## src/logic/crl_pkg.sv

```systemverilog
// Purpose: Shared constants and types of the card rights and reuse lockout block
// Assumes: 125 MHz clock, 32-bit register port, 32-bit card codes
// Notes: Register offsets are word indices on the plain register port
package crl_pkg;
  localparam int CRL_CLK_HZ = 125_000_000;
  localparam int CRL_SEC_S = 1;
  localparam int CRL_SEC_PER_MIN = 60;
  localparam int CRL_PROG_TIMEOUT_S = 15;
  localparam int CRL_ERASE_READS = 5;
  localparam int CRL_ID_W = 32;
  localparam int CRL_DATE_W = 16;
  localparam int CRL_TMR_W = 8;
  localparam int CRL_CODE_W = 4;
  localparam int CRL_IDX_W = 8;
  localparam int CRL_AW = 4;
  localparam int CRL_DW = 32;
  localparam logic [CRL_AW-1:0] CRL_A_CTRL = 4'h0;
  localparam logic [CRL_AW-1:0] CRL_A_LOCK_INIT = 4'h1;
  localparam logic [CRL_AW-1:0] CRL_A_ALARM_SECS = 4'h2;
  localparam logic [CRL_AW-1:0] CRL_A_DATE = 4'h3;
  localparam logic [CRL_AW-1:0] CRL_A_INS_CARD = 4'h4;
  localparam logic [CRL_AW-1:0] CRL_A_DEL_CARD = 4'h5;
  localparam logic [CRL_AW-1:0] CRL_A_DL_INDEX = 4'h6;
  localparam logic [CRL_AW-1:0] CRL_A_DL_ID = 4'h7;
  localparam logic [CRL_AW-1:0] CRL_A_DL_ATTR = 4'h8;
  localparam logic [CRL_AW-1:0] CRL_A_DL_DONE = 4'h9;
  localparam logic [CRL_AW-1:0] CRL_A_STATUS = 4'hA;
  localparam logic [CRL_AW-1:0] CRL_A_EVENT = 4'hB;
  // Control register bits
  localparam int CRL_C_ON_DOOR = 0;
  localparam int CRL_C_OPEN_TIME = 1;
  localparam int CRL_C_ZONE_EN = 2;
  localparam int CRL_C_OFFLINE_EN = 3;
  localparam int CRL_C_OPEN_ZONE = 4;
  localparam int CRL_C_IN2_DIS = 5;
  localparam int CRL_C_IN2_POL = 6;
  localparam int CRL_C_W = 7;
  // Download attribute bits
  localparam int CRL_T_EXP_EN = 16;
  localparam int CRL_T_ALARM = 17;
  localparam int CRL_T_SCHED = 18;
  localparam int CRL_T_VALID = 19;
  localparam int CRL_EV_VALID = 31;
  localparam logic [CRL_CODE_W-1:0] CRL_EV_GRANTED = 4'h1;
  localparam logic [CRL_CODE_W-1:0] CRL_EV_INVALID = 4'h2;
  localparam logic [CRL_CODE_W-1:0] CRL_EV_ID_ALARM = 4'h3;
  localparam logic [CRL_CODE_W-1:0] CRL_EV_TIME_LOCK = 4'h4;
  localparam logic [CRL_CODE_W-1:0] CRL_EV_ZONE_LOCK = 4'h5;
  localparam logic [CRL_CODE_W-1:0] CRL_EV_REFUSED = 4'h6;
  localparam logic [CRL_CODE_W-1:0] CRL_EV_DIS_ON = 4'h7;
  localparam logic [CRL_CODE_W-1:0] CRL_EV_DIS_OFF = 4'h8;
  localparam logic [CRL_CODE_W-1:0] CRL_EV_REMOTE_REF = 4'h9;
  localparam logic [CRL_CODE_W-1:0] CRL_EV_ERASED = 4'hA;
  typedef struct packed {
    logic valid;
    logic sched;
    logic alarm;
    logic exp_en;
    logic expired;
    logic zone;
    logic [CRL_TMR_W-1:0] tmr;
    logic [CRL_DATE_W-1:0] exp;
    logic [CRL_ID_W-1:0] id;
  } crl_entry_t;
  typedef enum logic [1:0] {CRL_M_NORMAL, CRL_M_INS, CRL_M_DEL} crl_mode_t;
endpackage : crl_pkg

```

## src/logic/crl_log_if.sv

```systemverilog
// Purpose: Carries archive pushes and pops between the rights logic and the archive
// Assumes: One push and one pop at most per clock
// Notes: Head word is valid only while empty is low
`timescale 1ns/100ps
interface crl_log_if;
  import crl_pkg::*;
  logic push;
  logic [CRL_CODE_W-1:0] code;
  logic [CRL_IDX_W-1:0] idx;
  logic pop;
  logic [CRL_CODE_W+CRL_IDX_W-1:0] head;
  logic empty;
  logic full;
  modport src (output push, code, idx, pop, input head, empty, full);
  modport sink (input push, code, idx, pop, output head, empty, full);
endinterface : crl_log_if

```

## src/logic/crl_in_sync.sv

```systemverilog
// Purpose: Brings a pin into the clock domain
// Assumes: Pin may change at any time
// Notes: Output follows once the second and third stages agree
`timescale 1ns/100ps
module crl_in_sync (
  input wire logic clk,
  input wire logic rst_n,
  input wire logic d,
  output logic q
);
  logic ff1, ff2, ff3;
  logic next_q;

  always_comb begin
    next_q = (ff2 == ff3) ? ff3 : q;
  end

  always_ff @(posedge clk or negedge rst_n) begin
    if (!rst_n) begin
      ff1 <= 1'b0;
      ff2 <= 1'b0;
      ff3 <= 1'b0;
      q <= 1'b0;
    end else begin
      ff1 <= d;
      ff2 <= ff1;
      ff3 <= ff2;
      q <= next_q;
    end
  end
endmodule : crl_in_sync

```

## src/logic/crl_event_log.sv

```systemverilog
// Purpose: Event archive kept until software reads it
// Assumes: Reader pops through the register port
// Notes: When full, new events are dropped; software must drain in time
`timescale 1ns/100ps
module crl_event_log import crl_pkg::*; #(
  parameter int DEPTH = 32
) (
  input wire logic clk,
  input wire logic rst_n,
  crl_log_if.sink lg
);
  localparam int PW = $clog2(DEPTH);
  logic [CRL_CODE_W+CRL_IDX_W-1:0] store [DEPTH];
  logic [PW-1:0] wp, rp, next_wp, next_rp;
  logic [PW:0] cnt, next_cnt;
  logic do_push, do_pop;

  assign lg.empty = (cnt == '0);
  assign lg.full = (cnt == (PW+1)'(DEPTH));
  assign lg.head = store[rp];
  assign do_push = lg.push && !lg.full;
  assign do_pop = lg.pop && !lg.empty;

  always_comb begin
    next_wp = do_push ? PW'((wp + 1'b1) % DEPTH) : wp;
    next_rp = do_pop ? PW'((rp + 1'b1) % DEPTH) : rp;
    next_cnt = cnt + (PW+1)'(do_push) - (PW+1)'(do_pop);
  end

  always_ff @(posedge clk or negedge rst_n) begin
    if (!rst_n) begin
      wp <= '0;
      rp <= '0;
      cnt <= '0;
    end else begin
      wp <= next_wp;
      rp <= next_rp;
      cnt <= next_cnt;
    end
  end

  always_ff @(posedge clk) begin
    if (do_push) begin
      store[wp] <= {lg.code, lg.idx};
    end
  end
endmodule : crl_event_log

```

## src/logic/crl_card_rights.sv

```systemverilog
// Purpose: Card memory, programming cards, expiry, alarm flag, reuse lockout and disabling
// Assumes: Card reads and remote requests arrive as one-cycle pulses on CLOCK
// Notes: Schedule validity and online state come from outside as levels
`timescale 1ns/100ps
module crl_card_rights import crl_pkg::*; #(
  parameter int NCARD = 16,
  parameter int LOG_DEPTH = 32,
  parameter int unsigned TICK_CYCLES = CRL_CLK_HZ * CRL_SEC_S
) (
  input wire logic CLOCK,
  input wire logic RESET_N,
  input wire logic [CRL_AW-1:0] ADDR,
  input wire logic [CRL_DW-1:0] WDATA,
  input wire logic WR,
  input wire logic RD,
  output logic [CRL_DW-1:0] RDATA,
  input wire logic CARD_VALID,
  input wire logic [CRL_ID_W-1:0] CARD_ID,
  input wire logic REMOTE_ID_VALID,
  input wire logic [CRL_ID_W-1:0] REMOTE_ID,
  input wire logic REMOTE_OPEN,
  input wire logic SCHED_OK,
  input wire logic ONLINE,
  input wire logic DOOR_IN,
  input wire logic IN2,
  output logic DOOR_OPEN,
  output logic INVALID_ID,
  output logic LOCK_ALARM,
  output logic ALARM_OUT,
  output logic PROG_MODE
);
  localparam int IW = $clog2(NCARD);
  localparam logic [2:0] ERASE_LAST = 3'(CRL_ERASE_READS - 1);
  localparam logic [4:0] PROG_LAST = 5'(CRL_PROG_TIMEOUT_S - 1);

  crl_log_if lg ();

  logic door_s, in2_s, door_q, next_door_q;
  logic [31:0] tick_cnt, next_tick_cnt;
  logic [5:0] min_cnt, next_min_cnt;
  logic sec_tick, min_tick;
  crl_mode_t mode, next_mode;
  crl_entry_t mem [NCARD];
  crl_entry_t next_mem [NCARD];
  crl_entry_t e;
  logic [IW:0] next_pos, next_next_pos;
  logic [2:0] erase_cnt, next_erase_cnt;
  logic [4:0] prog_sec, next_prog_sec;
  logic [CRL_TMR_W-1:0] alarm_cnt, next_alarm_cnt;
  logic [CRL_C_W-1:0] ctrl, next_ctrl;
  logic [CRL_TMR_W-1:0] lock_init, next_lock_init, alarm_secs, next_alarm_secs;
  logic [CRL_DATE_W-1:0] date, next_date;
  logic [CRL_ID_W-1:0] ins_id, next_ins_id, del_id, next_del_id, dl_id, next_dl_id;
  logic [IW-1:0] dl_idx, next_dl_idx, sweep_idx, next_sweep_idx, pend_idx, next_pend_idx;
  logic sweep_busy, next_sweep_busy, pend_valid, next_pend_valid;
  logic dis_state, next_dis_state, dis_pend, next_dis_pend, rem_pend, next_rem_pend;
  logic [CRL_DW-1:0] next_rdata;
  logic next_door_open, next_invalid, next_lock_alarm;
  logic pres, from_card, is_ins, is_del, fhit, lock_on, open;
  logic [CRL_ID_W-1:0] pid;
  logic [IW-1:0] hit_idx;

  crl_in_sync u_door_sync (.clk(CLOCK), .rst_n(RESET_N), .d(DOOR_IN), .q(door_s));
  crl_in_sync u_in2_sync (.clk(CLOCK), .rst_n(RESET_N), .d(IN2), .q(in2_s));
  crl_event_log #(.DEPTH(LOG_DEPTH)) u_log (.clk(CLOCK), .rst_n(RESET_N), .lg(lg.sink));

  assign sec_tick = (tick_cnt == TICK_CYCLES - 1);
  assign min_tick = sec_tick && (min_cnt == 6'(CRL_SEC_PER_MIN - 1));
  assign ALARM_OUT = (alarm_cnt != '0);
  assign PROG_MODE = (mode != CRL_M_NORMAL);
  assign pres = CARD_VALID || REMOTE_ID_VALID;
  assign from_card = CARD_VALID;
  assign pid = CARD_VALID ? CARD_ID : REMOTE_ID;
  assign is_ins = CARD_VALID && (CARD_ID == ins_id);
  assign is_del = CARD_VALID && (CARD_ID == del_id);
  assign lg.pop = RD && (ADDR == CRL_A_EVENT);

  always_comb begin
    fhit = 1'b0;
    hit_idx = '0;
    for (int i = 0; i < NCARD; i++) begin
      if (!fhit && mem[i].valid && mem[i].id == pid) begin
        fhit = 1'b1;
        hit_idx = IW'(i);
      end
    end
  end

  always_comb begin
    next_tick_cnt = sec_tick ? '0 : tick_cnt + 32'h1;
    next_min_cnt = min_tick ? '0 : (sec_tick ? min_cnt + 6'h1 : min_cnt);
  end

  always_ff @(posedge CLOCK or negedge RESET_N) begin
    if (!RESET_N) begin
      tick_cnt <= '0;
      min_cnt <= '0;
    end else begin
      tick_cnt <= next_tick_cnt;
      min_cnt <= next_min_cnt;
    end
  end

  always_comb begin
    next_mem = mem;
    next_mode = mode;
    next_next_pos = next_pos;
    next_erase_cnt = erase_cnt;
    next_prog_sec = prog_sec;
    next_alarm_cnt = (sec_tick && alarm_cnt != '0) ? alarm_cnt - 1'b1 : alarm_cnt;
    next_ctrl = ctrl;
    next_lock_init = lock_init;
    next_alarm_secs = alarm_secs;
    next_date = date;
    next_ins_id = ins_id;
    next_del_id = del_id;
    next_dl_id = dl_id;
    next_dl_idx = dl_idx;
    next_sweep_busy = sweep_busy;
    next_sweep_idx = sweep_idx;
    next_pend_valid = pend_valid;
    next_pend_idx = pend_idx;
    next_door_q = door_s;
    next_dis_state = ctrl[CRL_C_IN2_DIS] && (in2_s == ctrl[CRL_C_IN2_POL]);
    next_dis_pend = dis_pend || (next_dis_state != dis_state);
    next_rem_pend = rem_pend;
    next_rdata = '0;
    next_door_open = 1'b0;
    next_invalid = 1'b0;
    next_lock_alarm = 1'b0;
    lg.push = 1'b0;
    lg.code = CRL_EV_GRANTED;
    lg.idx = '0;
    e = mem[hit_idx];
    lock_on = 1'b0;
    open = 1'b0;
    // Minute tick runs every lockout timer down
    if (min_tick) begin
      for (int i = 0; i < NCARD; i++) begin
        if (mem[i].tmr != '0) begin
          next_mem[i].tmr = mem[i].tmr - 1'b1;
        end
      end
    end
    // One entry per cycle keeps the comparator count at one
    if (sweep_busy) begin
      next_mem[sweep_idx].expired = mem[sweep_idx].exp_en && (date >= mem[sweep_idx].exp);
      next_sweep_busy = (sweep_idx != IW'(NCARD - 1));
      next_sweep_idx = sweep_idx + 1'b1;
    end
    // Deferred lockout flags land when the door actually opens
    if (pend_valid && door_s && !door_q) begin
      next_mem[pend_idx].tmr = lock_init;
      next_mem[pend_idx].zone = ctrl[CRL_C_ZONE_EN];
      next_pend_valid = 1'b0;
    end
    if (mode != CRL_M_NORMAL && sec_tick) begin
      next_prog_sec = prog_sec + 1'b1;
      if (prog_sec == PROG_LAST) begin
        next_mode = CRL_M_NORMAL;
      end
    end
    case (mode)
      CRL_M_NORMAL: begin
        if (is_ins) begin
          next_mode = CRL_M_INS;
          next_prog_sec = '0;
        end else if (is_del) begin
          next_mode = CRL_M_DEL;
          next_prog_sec = '0;
          next_erase_cnt = '0;
        end else if (pres) begin
          lg.push = 1'b1;
          lg.idx = CRL_IDX_W'(hit_idx);
          if (!fhit || e.expired || (e.sched && !SCHED_OK)) begin
            next_invalid = 1'b1;
            lg.code = CRL_EV_INVALID;
          end else begin
            lock_on = e.sched && (ONLINE || ctrl[CRL_C_OFFLINE_EN]);
            if (e.alarm) begin
              next_alarm_cnt = alarm_secs;
            end
            if (e.sched && dis_state) begin
              lg.code = CRL_EV_REFUSED;
            end else if (lock_on && e.tmr != '0) begin
              lg.code = CRL_EV_TIME_LOCK;
              next_lock_alarm = 1'b1;
              open = ctrl[CRL_C_OPEN_TIME];
            end else if (lock_on && ctrl[CRL_C_ZONE_EN] && e.zone) begin
              lg.code = CRL_EV_ZONE_LOCK;
              next_lock_alarm = 1'b1;
              open = ctrl[CRL_C_OPEN_ZONE];
            end else begin
              lg.code = e.alarm ? CRL_EV_ID_ALARM : CRL_EV_GRANTED;
              open = 1'b1;
            end
            next_door_open = open;
            if (open && lock_on) begin
              if (ctrl[CRL_C_ON_DOOR]) begin
                next_pend_valid = 1'b1;
                next_pend_idx = hit_idx;
              end else begin
                next_mem[hit_idx].tmr = lock_init;
                next_mem[hit_idx].zone = ctrl[CRL_C_ZONE_EN];
              end
            end
          end
        end
      end
      CRL_M_INS: begin
        if (is_ins) begin
          next_prog_sec = '0;
        end else if (is_del) begin
          next_mode = CRL_M_DEL;
          next_prog_sec = '0;
          next_erase_cnt = '0;
        end else if (from_card) begin
          next_prog_sec = '0;
          if (fhit) begin
            next_mem[hit_idx].tmr = '0;
            next_mem[hit_idx].zone = 1'b0;
          end else if (next_pos < (IW+1)'(NCARD)) begin
            next_mem[next_pos[IW-1:0]] = '{valid: 1'b1, id: CARD_ID, default: '0};
            next_next_pos = next_pos + 1'b1;
          end
        end
      end
      default: begin
        if (is_del) begin
          next_prog_sec = '0;
          if (erase_cnt == ERASE_LAST) begin
            for (int i = 0; i < NCARD; i++) begin
              next_mem[i] = '0;
            end
            next_next_pos = '0;
            next_pend_valid = 1'b0;
            next_mode = CRL_M_NORMAL;
            lg.push = 1'b1;
            lg.code = CRL_EV_ERASED;
          end else begin
            next_erase_cnt = erase_cnt + 1'b1;
          end
        end else if (is_ins) begin
          next_mode = CRL_M_INS;
          next_prog_sec = '0;
          next_erase_cnt = '0;
        end else if (from_card) begin
          next_prog_sec = '0;
          next_erase_cnt = '0;
          if (fhit) begin
            next_mem[hit_idx].valid = 1'b0;
          end
        end
      end
    endcase
    if (REMOTE_OPEN) begin
      if (dis_state) begin
        next_rem_pend = 1'b1;
      end else begin
        next_door_open = 1'b1;
      end
    end
    // Archive takes one entry a cycle; side events wait their turn
    if (!lg.push && rem_pend) begin
      lg.push = 1'b1;
      lg.code = CRL_EV_REMOTE_REF;
      next_rem_pend = REMOTE_OPEN && dis_state;
    end else if (!lg.push && dis_pend) begin
      lg.push = 1'b1;
      lg.code = dis_state ? CRL_EV_DIS_ON : CRL_EV_DIS_OFF;
      next_dis_pend = (next_dis_state != dis_state);
    end
    if (WR) begin
      if (ADDR == CRL_A_CTRL) begin
        next_ctrl = WDATA[CRL_C_W-1:0];
      end else if (ADDR == CRL_A_LOCK_INIT) begin
        next_lock_init = WDATA[CRL_TMR_W-1:0];
      end else if (ADDR == CRL_A_ALARM_SECS) begin
        next_alarm_secs = WDATA[CRL_TMR_W-1:0];
      end else if (ADDR == CRL_A_DATE) begin
        next_date = WDATA[CRL_DATE_W-1:0];
        if (WDATA[CRL_DATE_W-1:0] != date) begin
          next_sweep_busy = 1'b1;
          next_sweep_idx = '0;
        end
      end else if (ADDR == CRL_A_INS_CARD) begin
        next_ins_id = WDATA[CRL_ID_W-1:0];
      end else if (ADDR == CRL_A_DEL_CARD) begin
        next_del_id = WDATA[CRL_ID_W-1:0];
      end else if (ADDR == CRL_A_DL_INDEX) begin
        next_dl_idx = WDATA[IW-1:0];
      end else if (ADDR == CRL_A_DL_ID) begin
        next_dl_id = WDATA[CRL_ID_W-1:0];
      end else if (ADDR == CRL_A_DL_ATTR) begin
        next_mem[dl_idx] = '{valid: WDATA[CRL_T_VALID], sched: WDATA[CRL_T_SCHED], alarm: WDATA[CRL_T_ALARM],
                             exp_en: WDATA[CRL_T_EXP_EN], exp: WDATA[CRL_DATE_W-1:0], id: dl_id, default: '0};
      end else if (ADDR == CRL_A_DL_DONE) begin
        for (int i = 0; i < NCARD; i++) begin
          next_mem[i].tmr = '0;
          next_mem[i].zone = 1'b0;
        end
        next_pend_valid = 1'b0;
        next_sweep_busy = 1'b1;
        next_sweep_idx = '0;
      end
    end
    if (RD) begin
      if (ADDR == CRL_A_CTRL) begin
        next_rdata = CRL_DW'(ctrl);
      end else if (ADDR == CRL_A_LOCK_INIT) begin
        next_rdata = CRL_DW'(lock_init);
      end else if (ADDR == CRL_A_ALARM_SECS) begin
        next_rdata = CRL_DW'(alarm_secs);
      end else if (ADDR == CRL_A_DATE) begin
        next_rdata = CRL_DW'(date);
      end else if (ADDR == CRL_A_INS_CARD) begin
        next_rdata = CRL_DW'(ins_id);
      end else if (ADDR == CRL_A_DEL_CARD) begin
        next_rdata = CRL_DW'(del_id);
      end else if (ADDR == CRL_A_DL_INDEX) begin
        next_rdata = CRL_DW'(dl_idx);
      end else if (ADDR == CRL_A_DL_ID) begin
        next_rdata = CRL_DW'(dl_id);
      end else if (ADDR == CRL_A_STATUS) begin
        next_rdata = {16'h0, 8'(next_pos), 2'h0, lg.full, sweep_busy, ALARM_OUT, dis_state, mode};
      end else if (ADDR == CRL_A_EVENT) begin
        next_rdata = {!lg.empty, 19'h0, lg.head};
      end
    end
  end

  always_ff @(posedge CLOCK or negedge RESET_N) begin
    if (!RESET_N) begin
      for (int i = 0; i < NCARD; i++) begin
        mem[i] <= '0;
      end
      mode <= CRL_M_NORMAL;
      next_pos <= '0;
      erase_cnt <= '0;
      prog_sec <= '0;
      alarm_cnt <= '0;
      ctrl <= '0;
      lock_init <= '0;
      alarm_secs <= '0;
      date <= '0;
      ins_id <= '0;
      del_id <= '0;
      dl_id <= '0;
      dl_idx <= '0;
      sweep_busy <= 1'b0;
      sweep_idx <= '0;
      pend_valid <= 1'b0;
      pend_idx <= '0;
      door_q <= 1'b0;
      dis_state <= 1'b0;
      dis_pend <= 1'b0;
      rem_pend <= 1'b0;
      RDATA <= '0;
      DOOR_OPEN <= 1'b0;
      INVALID_ID <= 1'b0;
      LOCK_ALARM <= 1'b0;
    end else begin
      mem <= next_mem;
      mode <= next_mode;
      next_pos <= next_next_pos;
      erase_cnt <= next_erase_cnt;
      prog_sec <= next_prog_sec;
      alarm_cnt <= next_alarm_cnt;
      ctrl <= next_ctrl;
      lock_init <= next_lock_init;
      alarm_secs <= next_alarm_secs;
      date <= next_date;
      ins_id <= next_ins_id;
      del_id <= next_del_id;
      dl_id <= next_dl_id;
      dl_idx <= next_dl_idx;
      sweep_busy <= next_sweep_busy;
      sweep_idx <= next_sweep_idx;
      pend_valid <= next_pend_valid;
      pend_idx <= next_pend_idx;
      door_q <= next_door_q;
      dis_state <= next_dis_state;
      dis_pend <= next_dis_pend;
      rem_pend <= next_rem_pend;
      RDATA <= next_rdata;
      DOOR_OPEN <= next_door_open;
      INVALID_ID <= next_invalid;
      LOCK_ALARM <= next_lock_alarm;
    end
  end
endmodule : crl_card_rights

```

## config.mk

```make
export PLATFORM = sky130hd
export DESIGN_NAME = crl_card_rights
export DESIGN_NICKNAME = d
export VERILOG_FILES = /design/src/logic/crl_pkg.sv /design/src/logic/crl_log_if.sv /design/src/logic/crl_in_sync.sv /design/src/logic/crl_event_log.sv /design/src/logic/crl_card_rights.sv
export SDC_FILE = /design/constraint.sdc
export NUM_CORES = 2
export LEC_CHECK = 0
export ABC_CLOCK_PERIOD_IN_PS = 15950
export BUFFER_PORTS_ARGS = -buffer_cell sky130_fd_sc_hd__buf_4
export CAP_MARGIN = 20
export CORE_MARGIN = 2
export CORE_UTILIZATION = 32
export CTS_BUF_LIST = sky130_fd_sc_hd__clkbuf_16
export DETAILED_ROUTE_END_ITERATION = 7
export HOLD_SLACK_MARGIN = 0.15
export PLACE_DENSITY = 0.47
export SLEW_MARGIN = 15
export SYNTH_ARGS = -nofsm -noshare
export SYNTH_HDL_FRONTEND = slang
export SYNTH_SLANG_ARGS = --single-unit
```

## constraint.sdc

```tcl
create_clock -name CLOCK -period 15.95 [get_ports CLOCK]
set_input_delay 3.19 -clock CLOCK [delete_from_list [all_inputs] [get_ports CLOCK]]
set_output_delay 3.19 -clock CLOCK [all_outputs]
set_load 0.01 [all_outputs]
```

After elaboration in Yosys (flattened, before gate mapping) --
Memories as Yosys holds them, arrays and structs flattened. Index checks and enable logic that the tools add are counted.
Cells by class: reduce and logical (&&, ||, !) cells 126, bitwise logic cells 16, equal/unequal tests 48, multiplexer cells 335, add/sub/neg operators 27, order comparisons 12
Operators with widths (number):
- $mux W992 | 27
- $bwmux W992 | 10
- $demux W62 S4 | 8
- $pmux W992 S2 | 1
- $mux W53 | 15
- $eq A32 B32 Y1 | 18
- $bmux W62 S4 | 2
- $mux W32 | 13
- $mux W8 | 39
- $mux W9 | 32
- $mux W62 | 3
- $reduce_bool A8 Y1 | 18
- $mux W4 | 35
- $sub A8 B1 Y8 const B | 17
- $mux W61 | 2
- $mux W59 | 2
- $mux W57 | 2
- $mux W56 | 2
- $mux W1 | 92
- $mux W5 | 16
- $logic_and A1 B1 Y1 | 58
- $mux W58 | 1
- $mux W48 | 1
- $mux W3 | 14
- 51 further kinds | 136
Storage, ports and cells: input bits 111, RAM bits 256, logic and storage cells 747, register bits 1265, output and inout port bits 37, memories 1
Memories:
- u_log.store | words 32, width 8, rd ports 1, clocked after Yosys merged registers in 0, write ports 1, RTL line crl_event_log.sv:13 | logic [CRL_CODE_W+CRL_IDX_W-1:0] store [DEPTH];

Longest topological paths before layout --
word-level depth 97, depth in mapped cells 27

Cells and area by module --
Synthesis repeated with hierarchy kept, for this count alone.
Unflattened totals: cell total of the unflattened synthesis 8802, area total of the unflattened synthesis 89124.2 um^2
By module, submodules not included:
- crl_card_rights | area each 73193.9 um^2, instances 1, cells an instance 8034, seq. area each 31054.8 um^2
- crl_event_log | area each 15707.6 um^2, instances 1, cells an instance 758, seq. area each 11931.4 um^2
- crl_in_sync | area each 111.4 um^2, instances 2, cells an instance 5, seq. area each 100.1 um^2

Least setup slack after synthesis --
Ideal clock, no wire load.
path type input-to-reg, start in CARD_VALID, end mem u_log.store[0][4] in the netlist's numbering, data pin, setup slack 6911 ps, setup time 445 ps, arrival time 8594 ps, stages 21, path buffers 6, path through buf_6 buf_12 buf_12 mux2i_1 buf_6 nand2_1 and4b_1 nand4_1 nor3_1 or4_1 buf_4 or4_4 a221oi_1 o21a_1 a2111oi_4 and3b_1 or2_2 nor2b_2 buf_2 a31oi_1 nor3_1
Between the ends: word-level cells in the longest chain between the ends 81, elaborated cells on any way between the ends 130
RTL lines:
- from (decl) | RTL line crl_card_rights.sv:17 | input wire logic CARD_VALID,
- $mux W32
- $eq A32 B32 Y1
- $logic_and A1 B1 Y1
- $mux W1
- $logic_not A1 Y1
- $logic_and A1 B1 Y1 (2 in a row)
- $mux W1
- $logic_not A1 Y1
- [56 not listed]
- $bmux W62 S4
- $mux W61 (2 in a row)
- $logic_and A1 B1 Y1 (3 in a row)
- $mux W3 (7 in a row)
- $pmux W4 S2
- $mux W4
- $mux W4 (*)
- net lg.code[0] | RTL line crl_log_if.sv:8 | logic [CRL_CODE_W-1:0] code;
- to (decl) | RTL line crl_event_log.sv:13
Mark *: on every way through the listed nets, which the timed path passes. The rest lies on a longest branch. The select of a mux whose other input is x is not followed.

==> flow_summary.ini <==
[outcome]
outcome = completed

[detailed_routing]
drt_first_pass_iters = 7
drc = 0
drtIter0Drc = 11300
avgViaCountPerCell = 6.304
routed_wl_um = 452000
drt-wirelength-per-cell_um = 37.35
ant_nets = 0
num_vias = 76300

[place]
gp_congestion = 1.034
dpl.cell_count = 11760
port_buffers = 147
dp_hpwl_um = 308400

[global_routing]
grt_max_degree = 163
grt_use_total = 0.3319
grt_pass1_wl_um = 614900
grt-ovfl-total = 0
grt_pass1_vias = 72300
antenna_found_initial = 32

[sta]
max_freq_mhz = 87.78
setup_viol = 0
slew_headroom = 0.1196
setup_tns_ps = 0
rsz0062_at_grt = no
max_slew.worst_pin.slew_ps = 1311
finClkSkew_ps = 57.46
period_needed_ps = 11390
fin_crit_sh = 0.7143
finalHoldViolations = 0
slew_viol_final = 0
hold_slack_ps = 363.8

[logic_synthesis]
synth_ff_type = dfrtp_1
avgSynthCellArea_um2 = 9.892
synth_compound_area_frac = 0.1524
synth_seq_area_share = 0.4698
synth_top_family_by_area = simple AND/OR/NAND/NOR gates
synth.net_count = 8654
synthDistinctLibCells = 115
async_flop_share = 0.8317
synth-edff-count = 256
yosys.area_share.simple = 0.1759
syn_area_um2 = 83740
synth_xor_area_frac = 0.07552
synthAdderAreaFrac = 0.01198
ys_ff_latch = 1521
yosysWarningCount = 0
syn_inst = 8465
muxShareOfSynthArea = 0.07683

[clock_network]
cts_sinks = 1521
htreeDepth = 4
cts_buffers = 178
clk_pin_slew_worst_paths_ps = 50
clockRootBuffer = clkbuf_16
insertion_delay_ps = 880
cts_tree = yes
cts.hold.buffers_added = 0
cts-resized-gates = 0
postCtsSetupBuffers = 0
cts_buffer_depth = 3

[pwr]
p_switching_mw = 5.694
comb_power_share = 0.317
leakage_nw = 37.55
power_density_nw_per_um2 = 153.9
ir_drop_mv = 0.1003
total_power_mw = 14.64
p_int_mw = 8.942
p_sw_frac = 0.3890
seqPwrFrac = 0.401
clkPwrFrac = 0.282

[critical_path]
cp-start-kind = input pin
critPathRequiredTime_ps = 16700
cp-end-kind = flip-flop
critPathKind = input pin to flip-flop
crit_slowest_cell = nor3_2
crit_chain = buf_4 > buf_4 > mux2i_4 > buf_4 > xnor2_1 > nor4_1 > nand4_1 > nor3_2 > o211ai_1 > a2111oi_4 > or2_1 > a211oi_1 > a2111oi_4 > nand2_2 > nor3_4 > nand2_1 > mux2i_2 > buf_4 > nand2_1 > o31a_1 > a221oi_1
critPathMaxStageDelay_ps = 870
reg2reg_slack_ps = 8600
cp_common_cell = buf_4
path_max_fanout = 26
critical_path_arrival_ps = 12140

[layout]
nNetsFinal = 8635
syn_to_final_growth_pct = 13.56
fin_cells = 12100
drive_gt1_frac = 0.1406
finalCoreUtilization = 0.3658

[floorplanning]
io_pins = 148
initial_utilization = 0.3221
core_um2 = 259900
die_w_um = 515.5
dieArea_um2 = 265800
die_y_um = 515.5
placementRows = 187

[hold_path]
hp-class = flip-flop to flip-flop

[run]
maxCapViolations = 0
[worst paths after layout]
check	start	end	cells after the start
min in group asynchronous	RESET_N	u_door_sync.ff1$_DFF_PN0_	1
worst max register to register	mem[867]$_DFF_PN0_	mem[364]$_DFF_PN0_	17
max in group asynchronous	RESET_N	mem[213]$_DFF_PN0_	4
worst min register to register	u_door_sync.ff1$_DFF_PN0_	u_door_sync.ff2$_DFF_PN0_	0
worst max-delay path	CARD_VALID	mem[364]$_DFF_PN0_	21
worst min-delay path	u_door_sync.ff1$_DFF_PN0_	u_door_sync.ff2$_DFF_PN0_	0
[cell families after synthesis]
group                      count (synthesis)
DFF                                     1521
adders and majority gates                 80
and+or+nand+nor                         3004
xor gates and xnor gates                 722
buffers and inverters                    752
AOI/OAI and AO/OA                       1999
muxes                                    387
[cell usage in the layout, fill, tap and decap left out, types with 37 or more instances in the layout]
cell type,instances
nand4_1,83
clkinv_1,55
nor3_1,136
buf_4,435
dfrtp_1,1241
a211oi_1,37
nor2_1,599
o21ai_0,543
and3_1,318
a31oi_1,111
mux2_2,156
xnor2_1,596
a22o_1,145
a21o_1,39
xor2_1,126
edfxtp_1,256
nand2_1,910
nand2b_1,44
a21oi_1,459
inv_1,148
a221oi_1,83
mux4_2,165
a22oi_1,86
or3_1,52
clkbuf_16,181
nor4_1,290
o22ai_1,202
ha_1,77
nand3_1,275
[routing by layer]
metal	GRT usage	wire (um)
met1	0.4417	181900
met3	0.1162	55790
met4	0.1897	30690
met2	0.4636	183400
met5	0	221
[through the flow]
| stage | instance area (um^2) | setup WS, ps |
|---|---|---|
| 2_1_floorplan | 83740 | 6911 |
| 3_3_place_gp | 89200 | 4108 |
| 3_5_place_dp | 89260 | 4099 |
| 4_1_cts | 95010 | 5045 |
| 5_1_grt | 95060 | 4525 |
| 6_report | 95090 | 4558 |
[power groups by stage]
stage	Combinational, mW	Clock (mW)	Sequential, mW
final	4.63	4.13	5.87
after global routing	4.88	4.32	5.93
after CTS	4.49	4.17	5.83
after detailed placement	4.47	0	5.88
after global placement	4.45	0	5.88
after floorplan	3.06	0	5.33
[worst max-delay path, delay by kind of cell]
kind	cells	cell delay [ps]
AO/OA/AOI/OAI	6	2400
XOR/XNOR	1	190
buffers and inverters	4	2000
multiplexers	2	1060
AND/OR/NAND/NOR	8	3160
[registers in the layout, summed over array words and instances (netlist names), 5 cells and up]
register / cells
RDATA: 32
alarm_cnt: 8
alarm_secs: 8
ctrl: 7
date: 16
del_id: 32
dl_id: 32
ins_id: 32
lock_init: 8
mem: 992
min_cnt: 6
next_pos: 5
prog_sec: 5
tick_cnt: 32
u_log.cnt: 6
u_log.rp: 5
u_log.store: 256
u_log.wp: 5
[Yosys cell counts, types with 28 or more instances]
cell,n,area (um^2)
dfrtp_1,1265,31660
nand2_1,914,3431
nor2_1,641,2406
xnor2_1,596,5220
o21ai_0,547,2738
clkbuf_1,531,1993
a21oi_1,462,2312
and3_1,318,1989
nor4_1,293,1833
nand3_1,276,1381
edfxtp_1,256,7687
o22ai_1,202,1264
mux4_2,165,3716
nor3_1,161,805.8
mux2_2,156,1757
a22o_1,145,1270
xor2_1,126,1104
a31oi_1,111,694.4
inv_1,107,401.6
a22oi_1,86,645.6
a221oi_1,83,727.0
nand4_1,83,519.3
ha_1,77,963.4
or3_1,52,325.3
buf_1,48,180.2
nand2b_1,44,275.3
mux2i_1,40,400.4
a21o_1,39,292.8
a211oi_1,37,277.8
a32o_1,34,340.3
nand3b_1,33,247.7
nor2b_1,31,193.9
and2_1,30,187.7
o31ai_1,28,210.2
[layout make-up]
| class | count | area [um^2] |
|---|---|---|
| Sequential cell | 1521 | 39380 |
| Clock inverter | 144 | 1220 |
| Inverter | 109 | 409.1 |
| Fill cell | 25990 | 164900 |
| Tap cell | 3496 | 4374 |
| Antenna cell | 16 | 40.04 |
| Timing Repair Buffer | 444 | 3392 |
| Multi-Input combinational cell | 6192 | 41750 |
| Clock buffer | 181 | 4529 |
(Power assumes the default switching activity.)
